File: config.mk
export PLATFORM = sky130hd
export DESIGN_NAME = bpl_ctrl
export DESIGN_NICKNAME = d
export VERILOG_FILES = /design/src/bpl_pkg.sv /design/src/bpl_ctrl.sv
export VERILOG_INCLUDE_DIRS = /design/src
export SDC_FILE = /design/constraint.sdc
export NUM_CORES = 1
export LEC_CHECK = 0
export ABC_AREA = 1
export BUFFER_PORTS_ARGS = -buffer_cell sky130_fd_sc_hd__buf_2
export CORE_MARGIN = 5
export CORE_UTILIZATION = 60
export DETAILED_ROUTE_END_ITERATION = 16
export PLACE_DENSITY_LB_ADDON = 0.3
export SETUP_SLACK_MARGIN = 0.1
export SLEW_MARGIN = 15
export SYNTH_ARGS = -nofsm -noshare
export SYNTH_HDL_FRONTEND = slang
export SYNTH_SLANG_ARGS = --single-unit
export TNS_END_PERCENT = 10
File: constraint.sdc
create_clock -name core_clk -period 10.7 [get_ports core_clk]
set_input_delay 2.14 -clock core_clk [delete_from_list [all_inputs] [get_ports core_clk]]
set_output_delay 2.14 -clock core_clk [all_outputs]
set_load 0.05 [all_outputs]
File: src/bpl_params.svh
// Offsets, reset values, field positions and timing counts of the burst and peak limit block
`ifndef BPL_PARAMS_SVH
`define BPL_PARAMS_SVH

// Clock rate in MHz
`define BPL_CLK_MHZ      250

// Register byte offsets
`define BPL_OFS_CTRL     8'h00
`define BPL_OFS_STAT     8'h04
`define BPL_OFS_TON      8'h08
`define BPL_OFS_TPER     8'h0c

// Control register fields and reset value
`define BPL_CTRL_PWM_EN  0
`define BPL_CTRL_BURST_EN 1
`define BPL_CTRL_RST     32'h0000_0003

// Status register fields
`define BPL_ST_OPT_LSB   0
`define BPL_ST_ISO       2
`define BPL_ST_BURST_LSB 3
`define BPL_ST_START_LSB 5
`define BPL_ST_GATE      7
`define BPL_ST_LIM_LSB   8

// Turn-on blanking time in ns, rounded up to cycles
`define BPL_LEB_NS       220
`define BPL_LEB_CYC      ((`BPL_LEB_NS * `BPL_CLK_MHZ + 999) / 1000)

// Burst entry blanking time in us, in cycles
`define BPL_BEB_US       20
`define BPL_BEB_CYC      (`BPL_BEB_US * `BPL_CLK_MHZ)

// Duty split between the two compensation curves, 0.40
`define BPL_DUTY_NUM     40
`define BPL_DUTY_DEN     100

// Analog references in mV handed to the comparator DACs
`define BPL_LIM_LOW_MV   12'h0dc
`define BPL_LIM_HIGH_MV  12'h10e
`define BPL_ENT_LOW_MV   12'h3a2
`define BPL_ENT_HIGH_MV  12'h406

`endif

File: src/bpl_pkg.sv
// Types shared by the burst and peak limit block
package bpl_pkg;

   // Startup and option sensing sequence
   typedef enum logic [1:0] {
      BPL_SU_OFF   = 2'b00,
      BPL_SU_SENSE = 2'b01,
      BPL_SU_RUN   = 2'b10
   } bpl_start_e;

   // Light-load burst states
   typedef enum logic [1:0] {
      BPL_BM_NORMAL = 2'b00,
      BPL_BM_PAUSE  = 2'b01,
      BPL_BM_SWITCH = 2'b10
   } bpl_burst_e;

   // Burst options decoded at startup
   typedef enum logic [1:0] {
      BPL_OPT_NONE = 2'b01,
      BPL_OPT_LOW  = 2'b10,
      BPL_OPT_HIGH = 2'b11
   } bpl_opt_e;

   // Which peak limit the current comparator uses
   typedef enum logic [1:0] {
      BPL_LIM_LOW_DUTY  = 2'b00,
      BPL_LIM_HIGH_DUTY = 2'b01,
      BPL_LIM_BURST     = 2'b10
   } bpl_lim_e;

   // Feedback pin comparator results
   typedef struct packed {
      logic below_entry;       // Below selected entry level
      logic above_resume;      // Above burst_resume_level
      logic below_pause;       // At or below burst_pause_level
      logic above_exit;        // Above burst_exit_level
      logic above_band_low;    // Above option_band_low_edge
      logic above_band_high;   // Above option_band_high_edge
   } bpl_fb_cmp_s;

   // Supply threshold comparator results
   typedef struct packed {
      logic above_sense_start; // Supply above 4.44 V
      logic at_turn_on;        // Supply reached turn-on, 16.0 V
   } bpl_supply_s;

endpackage : bpl_pkg

File: src/bpl_ctrl.sv
// Peak limit, light-load burst and startup option logic with AHB-Lite registers
//
// The register addresses and the AHB-Lite slave port were left to the implementer.
`timescale 1ns/100ps
`include "bpl_params.svh"

// How it works
// - Current sense over limit ends gate immediately
// - Ignore current sense during turn-on blanking
// - Two limit curves, split at 0.40 duty
// - Reduced delay compensation during burst
// - Enter burst after full entry blanking
// - Paused burst resumes above resume level
// - Switching burst pauses at pause level
// - Burst limit 0.22 V low, 0.27 V high
// - Above 2.73 V leave burst, restore limit
// - Decode feedback level into three options
// - Entry 0.93 V/1.03 V; option 1 none
// - Preset option 3 at first startup
// - Sense window opens resistor, enables source
// - Latch option, source off, resistor back
// - Error pin above 0.2 V selects non-isolated
// - Isolated: error amp off feedback pin
// - Non-isolated: error amp drives feedback pin
// - Turn-on threshold 16.0 V ends sensing
module bpl_ctrl
   import bpl_pkg::*;
#(
   parameter logic [15:0] ENTRY_BLANK_CYC = 16'(`BPL_BEB_CYC)
) (
   input  wire logic        core_clk,             // Oscillator clock, 250 MHz
   input  wire logic        rstn,                 // Supply undervoltage reset
   input  wire logic        hsel,                 // AHB slave select
   input  wire logic [31:0] haddr,                // AHB address
   input  wire logic [1:0]  htrans,               // AHB transfer type
   input  wire logic        hwrite,               // AHB write
   input  wire logic [2:0]  hsize,                // AHB size, words only
   input  wire logic [31:0] hwdata,               // AHB write data
   input  wire logic        hready,               // AHB bus ready
   output logic             hreadyout,            // Slave ready
   output logic             hresp,                // Always OKAY
   output logic [31:0]      hrdata,               // Read data
   input  wire logic        cycle_start,          // Oscillator switch-on pulse
   input  wire logic        pwm_off,              // PWM or max duty turn-off
   input  wire logic        cs_over_limit,        // Current sense above limit
   input  bpl_fb_cmp_s      fb_cmp,               // Feedback comparators
   input  bpl_supply_s      supply,               // Supply comparators
   input  wire logic        error_amp_above_bias, // Error pin above 0.2 V
   output logic             gate_en,              // Gate drive enable
   output bpl_lim_e         limit_sel,            // Active peak limit curve
   output logic             prop_comp_reduced,    // Burst delay compensation
   output logic [11:0]      burst_peak_limit,     // Burst limit in mV
   output logic [11:0]      entry_level,          // Burst entry level in mV
   output logic             loop_resistor_switch, // Feedback resistor closed
   output logic             sel_current_en,       // Selection source on
   output logic             error_amp_connect,    // Error amp on feedback pin
   output logic             bias_en               // Internal bias running
);

   // Saturating counter step, shared by the entry blanking, on-time and period counters
   function automatic logic [15:0] sat_inc(input logic [15:0] v);
      sat_inc = (v == 16'hffff) ? v : v + 16'h0001;
   endfunction : sat_inc

   bpl_start_e  start_reg;
   bpl_start_e  start_next;
   bpl_burst_e  burst_reg;
   bpl_burst_e  burst_next;
   bpl_opt_e    opt_reg;
   logic        iso_reg;
   logic [31:0] ctrl_reg;
   logic        gate_reg;
   logic [7:0]  leb_reg;
   logic [15:0] ton_reg;
   logic [15:0] per_reg;
   logic [15:0] ton_last_reg;
   logic [15:0] per_last_reg;
   logic [15:0] beb_reg;
   logic [31:0] hrdata_reg;
   logic [7:0]  addr_reg;
   logic        wr_pend_reg;

   wire logic        run;
   wire logic        sensing;
   wire logic        in_burst;
   wire logic        pwm_active;
   wire logic        blank_done;
   wire logic        cs_trip;
   wire logic        gate_end;
   wire logic        duty_high;
   wire logic        may_burst;
   wire logic        beb_done;
   wire logic        bus_take;
   wire logic [7:0]  addr_ofs;
   wire logic [31:0] stat_word;
   wire logic [31:0] rd_word;
   wire bpl_opt_e    opt_sensed;

   // Sequence decode
   assign run      = (start_reg == BPL_SU_RUN);
   assign sensing  = (start_reg == BPL_SU_SENSE);
   assign in_burst = (burst_reg != BPL_BM_NORMAL);

   // Gate may switch while running with PWM enabled, unless a burst pause holds the pulse-width section off
   assign pwm_active = run && ctrl_reg[`BPL_CTRL_PWM_EN]
                       && (burst_reg != BPL_BM_PAUSE);

   // Blanking masks the turn-on spike before the comparator is trusted
   assign blank_done = (leb_reg == 8'h00);
   assign cs_trip    = gate_reg && blank_done && cs_over_limit;
   assign gate_end   = cs_trip || pwm_off || !pwm_active;

   // Gate drops in the same cycle as the trip, not one edge later
   assign gate_en = gate_reg && !cs_trip && pwm_active;

   // On-time against 0.40 of the last period picks the curve
   assign duty_high = ({8'h00, ton_reg} * 24'(`BPL_DUTY_DEN))
                      > ({8'h00, per_last_reg} * 24'(`BPL_DUTY_NUM));

   // Exit comparator restores the normal limit without waiting a clock
   assign limit_sel = (in_burst && !fb_cmp.above_exit) ? BPL_LIM_BURST
                    : (duty_high ? BPL_LIM_HIGH_DUTY
                                 : BPL_LIM_LOW_DUTY);
   assign prop_comp_reduced = in_burst;

   // Option dependent analog levels
   assign burst_peak_limit = (opt_reg == BPL_OPT_LOW) ? `BPL_LIM_LOW_MV
                                                      : `BPL_LIM_HIGH_MV;
   assign entry_level = (opt_reg == BPL_OPT_LOW) ? `BPL_ENT_LOW_MV
                                                 : `BPL_ENT_HIGH_MV;

   // Band edges sorted into three options
   assign opt_sensed = fb_cmp.above_band_high ? BPL_OPT_HIGH
                     : (fb_cmp.above_band_low ? BPL_OPT_LOW
                                              : BPL_OPT_NONE);

   // Sensing window switches, selection source replaces the resistor
   assign loop_resistor_switch = !sensing;
   assign sel_current_en       = sensing;

   // Error amp reaches feedback pin only when non-isolated
   assign error_amp_connect = run && !iso_reg;
   assign bias_en = run && (burst_reg != BPL_BM_PAUSE);

   // Burst entry allowed only for options 2 and 3
   assign may_burst = run && ctrl_reg[`BPL_CTRL_BURST_EN]
                      && (opt_reg != BPL_OPT_NONE);
   assign beb_done  = (beb_reg >= ENTRY_BLANK_CYC - 16'h0001);

   // Startup sequence; turn-on ends the sensing window
   always_comb begin
      start_next = start_reg;
      case (start_reg)
         BPL_SU_OFF: begin
            if (supply.above_sense_start)
               start_next = BPL_SU_SENSE;
         end
         BPL_SU_SENSE: begin
            if (supply.at_turn_on)
               start_next = BPL_SU_RUN;
            else if (!supply.above_sense_start)
               start_next = BPL_SU_OFF;
         end
         BPL_SU_RUN: start_next = BPL_SU_RUN;
         default:    start_next = BPL_SU_OFF;
      endcase
   end

   // Burst state; exit wins over every other move
   always_comb begin
      burst_next = burst_reg;
      case (burst_reg)
         BPL_BM_NORMAL: begin
            if (may_burst && fb_cmp.below_entry && beb_done)
               burst_next = BPL_BM_PAUSE;
         end
         BPL_BM_PAUSE: begin
            if (fb_cmp.above_exit)
               burst_next = BPL_BM_NORMAL;
            else if (fb_cmp.above_resume)
               burst_next = BPL_BM_SWITCH;
         end
         BPL_BM_SWITCH: begin
            if (fb_cmp.above_exit)
               burst_next = BPL_BM_NORMAL;
            else if (fb_cmp.below_pause)
               burst_next = BPL_BM_PAUSE;
         end
         default: burst_next = BPL_BM_NORMAL;
      endcase
   end

   // State registers
   always_ff @(posedge core_clk or negedge rstn) begin
      if (!rstn) begin
         start_reg <= BPL_SU_OFF;
         burst_reg <= BPL_BM_NORMAL;
      end else begin
         start_reg <= start_next;
         burst_reg <= burst_next;
      end
   end

   // Option preset to 3, latched once turn-on is seen
   always_ff @(posedge core_clk or negedge rstn) begin
      if (!rstn) begin
         opt_reg <= BPL_OPT_HIGH;
         iso_reg <= 1'b1;
      end else if (sensing && supply.at_turn_on) begin
         opt_reg <= opt_sensed;
         iso_reg <= !error_amp_above_bias;
      end
   end

   // Entry blanking counts only while feedback stays below entry
   always_ff @(posedge core_clk or negedge rstn) begin
      if (!rstn)
         beb_reg <= 16'h0000;
      else if (burst_reg == BPL_BM_NORMAL && may_burst && fb_cmp.below_entry)
         beb_reg <= sat_inc(beb_reg);
      else
         beb_reg <= 16'h0000;
   end

   // Gate pulse and turn-on blanking
   always_ff @(posedge core_clk or negedge rstn) begin
      if (!rstn) begin
         gate_reg <= 1'b0;
         leb_reg  <= 8'h00;
      end else if (cycle_start && pwm_active) begin
         gate_reg <= 1'b1;
         leb_reg  <= 8'(`BPL_LEB_CYC);
      end else begin
         if (gate_end)
            gate_reg <= 1'b0;
         if (!blank_done)
            leb_reg <= leb_reg - 8'h01;
      end
   end

   // On-time and period measurement for the curve choice
   always_ff @(posedge core_clk or negedge rstn) begin
      if (!rstn) begin
         ton_reg      <= 16'h0000;
         per_reg      <= 16'h0000;
         ton_last_reg <= 16'h0000;
         per_last_reg <= 16'hffff;
      end else if (cycle_start) begin
         ton_reg      <= 16'h0000;
         per_reg      <= 16'h0001;
         per_last_reg <= per_reg;
         ton_last_reg <= ton_reg;
      end else begin
         per_reg <= sat_inc(per_reg);
         if (gate_en)
            ton_reg <= sat_inc(ton_reg);
      end
   end

   // Bus address decode; zero wait states, always OKAY
   assign bus_take  = hsel && htrans[1] && hready;
   assign addr_ofs  = haddr[7:0];
   assign hreadyout = 1'b1;
   assign hresp     = 1'b0;
   assign hrdata    = hrdata_reg;

   // Status word shows block state
   assign stat_word = {22'h0, limit_sel, gate_en, start_reg,
                       burst_reg, iso_reg, opt_reg};

   // Unmapped or misaligned offsets read as zero
   assign rd_word = (haddr[31:8] != 24'h000000) ? 32'h0000_0000
                  : (addr_ofs == `BPL_OFS_CTRL) ? ctrl_reg
                  : (addr_ofs == `BPL_OFS_STAT) ? stat_word
                  : (addr_ofs == `BPL_OFS_TON)  ? {16'h0000, ton_last_reg}
                  : (addr_ofs == `BPL_OFS_TPER) ? {16'h0000, per_last_reg}
                  : 32'h0000_0000;

   // Address phase capture; read data is registered for the data phase
   always_ff @(posedge core_clk or negedge rstn) begin
      if (!rstn) begin
         wr_pend_reg <= 1'b0;
         addr_reg    <= 8'h00;
         hrdata_reg  <= 32'h0000_0000;
      end else begin
         wr_pend_reg <= bus_take && hwrite && (haddr[31:8] == 24'h000000);
         addr_reg    <= addr_ofs;
         if (bus_take && !hwrite)
            hrdata_reg <= rd_word;
      end
   end

   // Only the control word is writable; hsize is not checked, words only
   always_ff @(posedge core_clk or negedge rstn) begin
      if (!rstn)
         ctrl_reg <= `BPL_CTRL_RST;
      else if (wr_pend_reg && addr_reg == `BPL_OFS_CTRL)
         ctrl_reg <= {30'h0, hwdata[1:0]};
   end

endmodule : bpl_ctrl

# Word level (Yosys, flattened, before mapping)
# Index checks and enable logic that the tools add are counted.
dict set report totals {
  register_bits 139
  inputBits 86
  output_inout_bits 66
  word_cells 122
}
dict set report classes {
  n_addsub 4
  multipliers 2
  n_lt_le_gt_ge 2
  n_eq_ne 22
  mux 32
  n_reduce_logical 45
}
# operator count
set op_table {}
lappend op_table {{$mux W16} 12}
lappend op_table {{$add A16 B1 Y16 const B} 3}
lappend op_table {{$eq A16 B16 Y1 const B} 3}
lappend op_table {{$logic_not A24 Y1} 1}
lappend op_table {{$logic_not A8 Y1} 3}
lappend op_table {{$reduce_bool A24 Y1} 1}
lappend op_table {{$gt A23 B22 Y1} 1}
lappend op_table {{$logic_and A1 B1 Y1} 23}
lappend op_table {{$mux W2} 11}
lappend op_table {{$mul A16 B5 Y21 const B} 1}
lappend op_table {{$mul A16 B3 Y19 const B} 1}
lappend op_table {{$eq A8 B4 Y1 const B} 2}
lappend op_table {{$ge A16 B13 Y1 const B} 1}
lappend op_table {{$mux W8} 2}
lappend op_table {{$pmux W2 S3} 2}
lappend op_table {{$mux W11} 1}
lappend op_table {{$ne A2 B2 Y1 const B} 5}
lappend op_table {{$mux W9} 1}
lappend op_table {{$ne A3 B3 Y1 const B} 3}
lappend op_table {{$eq A8 B3 Y1 const B} 1}
lappend op_table {{$sub A8 B1 Y8 const B} 1}
lappend op_table {{$logic_not A1 Y1} 7}
lappend op_table {{$eq A2 B2 Y1 const B} 3}
lappend op_table {{$ne A2 B1 Y1 const B} 3}
lappend op_table {{other kinds (7)} 15}

# Depth between registers and ports, before layout
dict set report depth {
  depth_word 9
  depth_mapped 28
  depth_no_buf 28
}

# Worst setup path after synthesis
# OpenSTA, ideal clock, no wires.
dict set report synth_timing {
  path_kind {register to output}
  start {register ton_reg[2]}
  end {output limit_sel[0]}
  arrival_time_ns 4.321
  required_ns 8.560
  setup_slack_ns 4.239
  path_stages_with_launch 27
  n_path_buf 0
  path_cell_list {dfrtp_1 -> ha_1 -> ha_1 -> fa_1 -> ha_1 -> a21oi_1 -> nand2_1 -> nand2_1 -> nand2_1 -> o21ai_0 -> o21ai_1 -> nand2_1 -> nand2_1 -> nand2_1 -> nand2_1 -> xor2_1 -> ha_1 -> nand2_1 -> nor2_1 -> nand2_1 -> nand2_1 -> nand2_1 -> nand2_1 -> nand2_1 -> nand2_1 -> nand2_1 -> a21oi_1}
}
dict set report synth_between {
  elab_chain_len 4
}
# element line_no
set synth_lines {}
lappend synth_lines {{from (decl)} bpl_ctrl.sv:74} ;# logic [15:0] ton_reg;
lappend synth_lines {{from (signal assigned)} bpl_ctrl.sv:256} ;# ton_reg <= sat_inc(ton_reg);
lappend synth_lines {{$mul A16 B5 Y21} bpl_ctrl.sv:117} ;# assign duty_high = ({8'h00, ton_reg} * 24'(`BPL_DUTY_DEN))
lappend synth_lines {{$gt A23 B22 Y1} bpl_ctrl.sv:117}
lappend synth_lines {{$mux W1} bpl_ctrl.sv:122} ;# : (duty_high ? BPL_LIM_HIGH_DUTY
lappend synth_lines {{$mux W2} bpl_ctrl.sv:121} ;# assign limit_sel = (in_burst && !fb_cmp.above_exit) ? BPL_LIM_BURST
lappend synth_lines {{to (decl)} bpl_ctrl.sv:50} ;# output bpl_lim_e limit_sel,
# Every way passes these cells.

# Worst setup path after layout
dict set report layout_timing {
  start {register ton_reg[3]}
  end {output limit_sel[0]}
}
# Same word-level chain as after synthesis.

==> results.cfg <==
[run_status]
status = completed

[synthesis]
ys_types = 53
syn_inst = 1114
async_reset_ff_frac = 1.000
synth_seq_cells = 123
synthFlopType = dfrtp_1
netlist_area_sq_um = 8987
synth_warnings = 0
seq_area_frac_synth = 0.3454
syn_area_per_cell_sq_um = 8.068
synth-edff-count = 0

[min_path]
hp-start = hrdata[0]$_DFFE_PN0P_
min_path_cells = 2
hp-class = register to register
hold_path_end = hrdata[0]$_DFFE_PN0P_

[finish]
finalNonFillerCells = 1393
finalNetCount = 1397
area_delta_synth_final_pct = 11.57
mostFrequentLayoutCells = inv_1 (183), nand2_1 (182), ha_1 (103)
diodes = 0
final_common_cell = inv_1
drive_above_1_share = 0.1464

[power]
switching_share = 0.3086
power.density_nw_per_um2 = 133.7
ir_drop_uv = 106.6
power_switching_mw = 0.4137
combPwrFrac = 0.181
p_seq_frac = 0.380
internal-power_mw = 0.9268
p_leak_nw = 5.170
p_clk_frac = 0.439

[drt]
viasPerCell = 5.525
dr.pass1.iters = 5
first_iter_violations = 556
antenna_left = 0
finalWirelength_microns = 21270
vias = 7696
routedWlPerCell_microns = 15.27
drc_errors = 0

[global_route]
grt_antenna_before_repair = 0
grt_usage = 0.2425
grt_pass1_wl_microns = 35210
grt_overflow_total = 0
grt_max_degree = 82
grt_pass1_vias = 7439

[place]
placedCellCount = 1361
place_hpwl_microns = 16240
io_buffers = 86
routabilityCongestion = 0.8901

[critical_path]
critPathLaunchType = register
crit_chain = ha_1 -> ha_1 -> inv_1 -> fa_1 -> inv_1 -> ha_1 -> a21oi_1 -> nand2_1 -> a21oi_1 -> o21ai_1 -> a21oi_1 -> o21ai_1 -> xor2_1 -> ha_1 -> nand2_1 -> inv_1 -> nand3_1 -> or4_1 -> nand2_1 -> a21oi_1 -> buf_2
required_ns = 8.56
crit_buf_inv = 4
r2r_setup_slack_ns = 6.12
slowest_stage = fa_1
arrival_ns = 5.03
reg2reg_depth = 22
worstSetupPathType = register to primary output
path_max_fanout = 6
cp.depth = 21
crit_start = ton_reg[3]$_DFFE_PN0P_
crit_family = adder cells
critPathMaxStageDelay_ns = 0.50
regToRegStartpoint = ton_reg[3]$_DFFE_PN0P_
end_kind = primary output
regToRegEndpoint = hrdata[8]$_DFFE_PN0P_

[die]
die_height_microns = 132.4
die_x_microns = 132.4
io-pin-count = 152
fp.dieArea_sq_um = 17530
rows = 44
initial_core_util = 0.6160
coreArea_sq_um = 14590

[clocking]
cts-root-buf = clkbuf_16
numCtsBuffers = 17
clk_pin_slew_ns = 0.06
cts_tree = done
htreeDepth = 4
clock_latency_ns = 0.43
clock_sinks = 123
cts-resized-gates = 0
clockBufferDepth = 2
holdBufCountCts = 0
post_cts_buffers = 0

[timing]
rsz0062_at_grt = no
tns_ns = 0
fin_worst_skew_ns = 0.008742
slew_headroom = 0.3403
post-route-period-util = 0.6700
fmax_mhz = 139.5
tightest_slew_ns = 0.9895
hold_violations = 0
period_needed_ns = 7.169
setup_viol = 0
maxSlewViolCount = 0

[job]
cap_violations = 0
[cells in the mapped netlist (3+ instances only)]
cell        n  area, sq um
dfrtp_1   102         2552
nor4_1      9        56.30
nor2_2      8        50.05
a22o_1      7        61.31
o21ai_1     9        45.04
buf_1       3        11.26
o31ai_1    13        97.59
o21ai_0    70        350.3
inv_2       7        26.28
dfstp_2    21        551.8
xor2_1     25        219.0
xnor2_1    10        87.58
o22ai_1    15        93.84
a31oi_1     8        50.05
clkbuf_1   11        41.29
nand4_1    16        100.1
inv_1     183        686.9
nand2_1   182        683.2
nand3_2     5        50.05
fa_1       12        240.2
nor3b_1     4        30.03
a21oi_1    66        330.3
nor3_1     22        110.1
nor2_1     82        307.8
ha_1      103         1289
nand3_1    31        155.2
nand2_2     5        31.28
nand3b_1    3        22.52
a211oi_1    7        52.55
buf_4      40        300.3
o211ai_1    5        37.54
[how the worst max path moves through the flow]
stage | end | slack (ns)
finish | limit_sel[0] | 3.53
global route | limit_sel[0] | 3.28
CTS | limit_sel[0] | 3.53
detailed placement | limit_sel[0] | 3.99
global placement | limit_sel[0] | 4.06
floorplan | limit_sel[0] | 4.24
[metal layers]
metal  share of wire  routed length [microns]  GRT usage
met5               0                        0          0
met4           0.016                      346    0.06844
met3           0.050                     1056    0.04351
met2            0.51                    10780     0.4165
met1            0.43                     9089     0.3143
[tightest hold or removal path, stage by stage, from the launching register on]
cell and delay [ns]:
dfrtp_1 0.34, nand2_1 0.05, nand2_1 0.06
[cell families (layout without fill, tap and decap cells)]
group | Yosys count | in the layout | share of synthesized area
AOI/OAI and AO/OA | 212 | 212 | 0.1356
xor gates and xnor gates | 35 | 35 | 0.03411
adders and majority gates | 115 | 115 | 0.1701
buffers and inverters | 247 | 313 | 0.1203
DFF | 123 | 123 | 0.3454
muxes | 2 | 2 | 0.002506
other | 2 | 31 | 0.0008356
and+or+nand+nor | 378 | 378 | 0.1911
[power groups by stage]
stage                     combinational [mW]  sequential, mW  clock, mW
after global routing                   0.270           0.513      0.616
after detailed placement               0.241           0.516          0
after global placement                 0.235           0.516          0
after CTS                              0.243           0.510      0.592
final                                  0.242           0.510      0.588
after floorplan                        0.187           0.512          0
[final cells by class]
class / count / area [sq um]
clock buffers: 19 / 432.9
clock inverters: 13 / 170.2
fillers: 1177 / 4562
inverters: 192 / 723.2
multi-input cells: 773 / 4911
flip-flops and latches: 123 / 3104
well taps: 184 / 230.2
repair buffers: 89 / 455.4
[per-stage QoR]
| step | setup WS (ns) | utilization | area, sq um | total power [mW] | hold slack (ns) |
|---|---|---|---|---|---|
| after floorplan | 4.239 | - | 9096 | 0.6985 | 0.4751 |
| after global placement | 4.057 | 0.6460 | 9424 | 0.7512 | 0.4641 |
| after detailed placement | 3.987 | 0.6460 | 9424 | 0.7579 | 0.4620 |
| after CTS | 3.529 | 0.6873 | 10030 | 1.344 | 0.4814 |
| after global routing | 3.280 | 0.6873 | 10030 | 1.399 | 0.5199 |
| final | 3.531 | 0.6873 | 10030 | 1.341 | 0.4850 |
(Power assumes the default switching activity.)
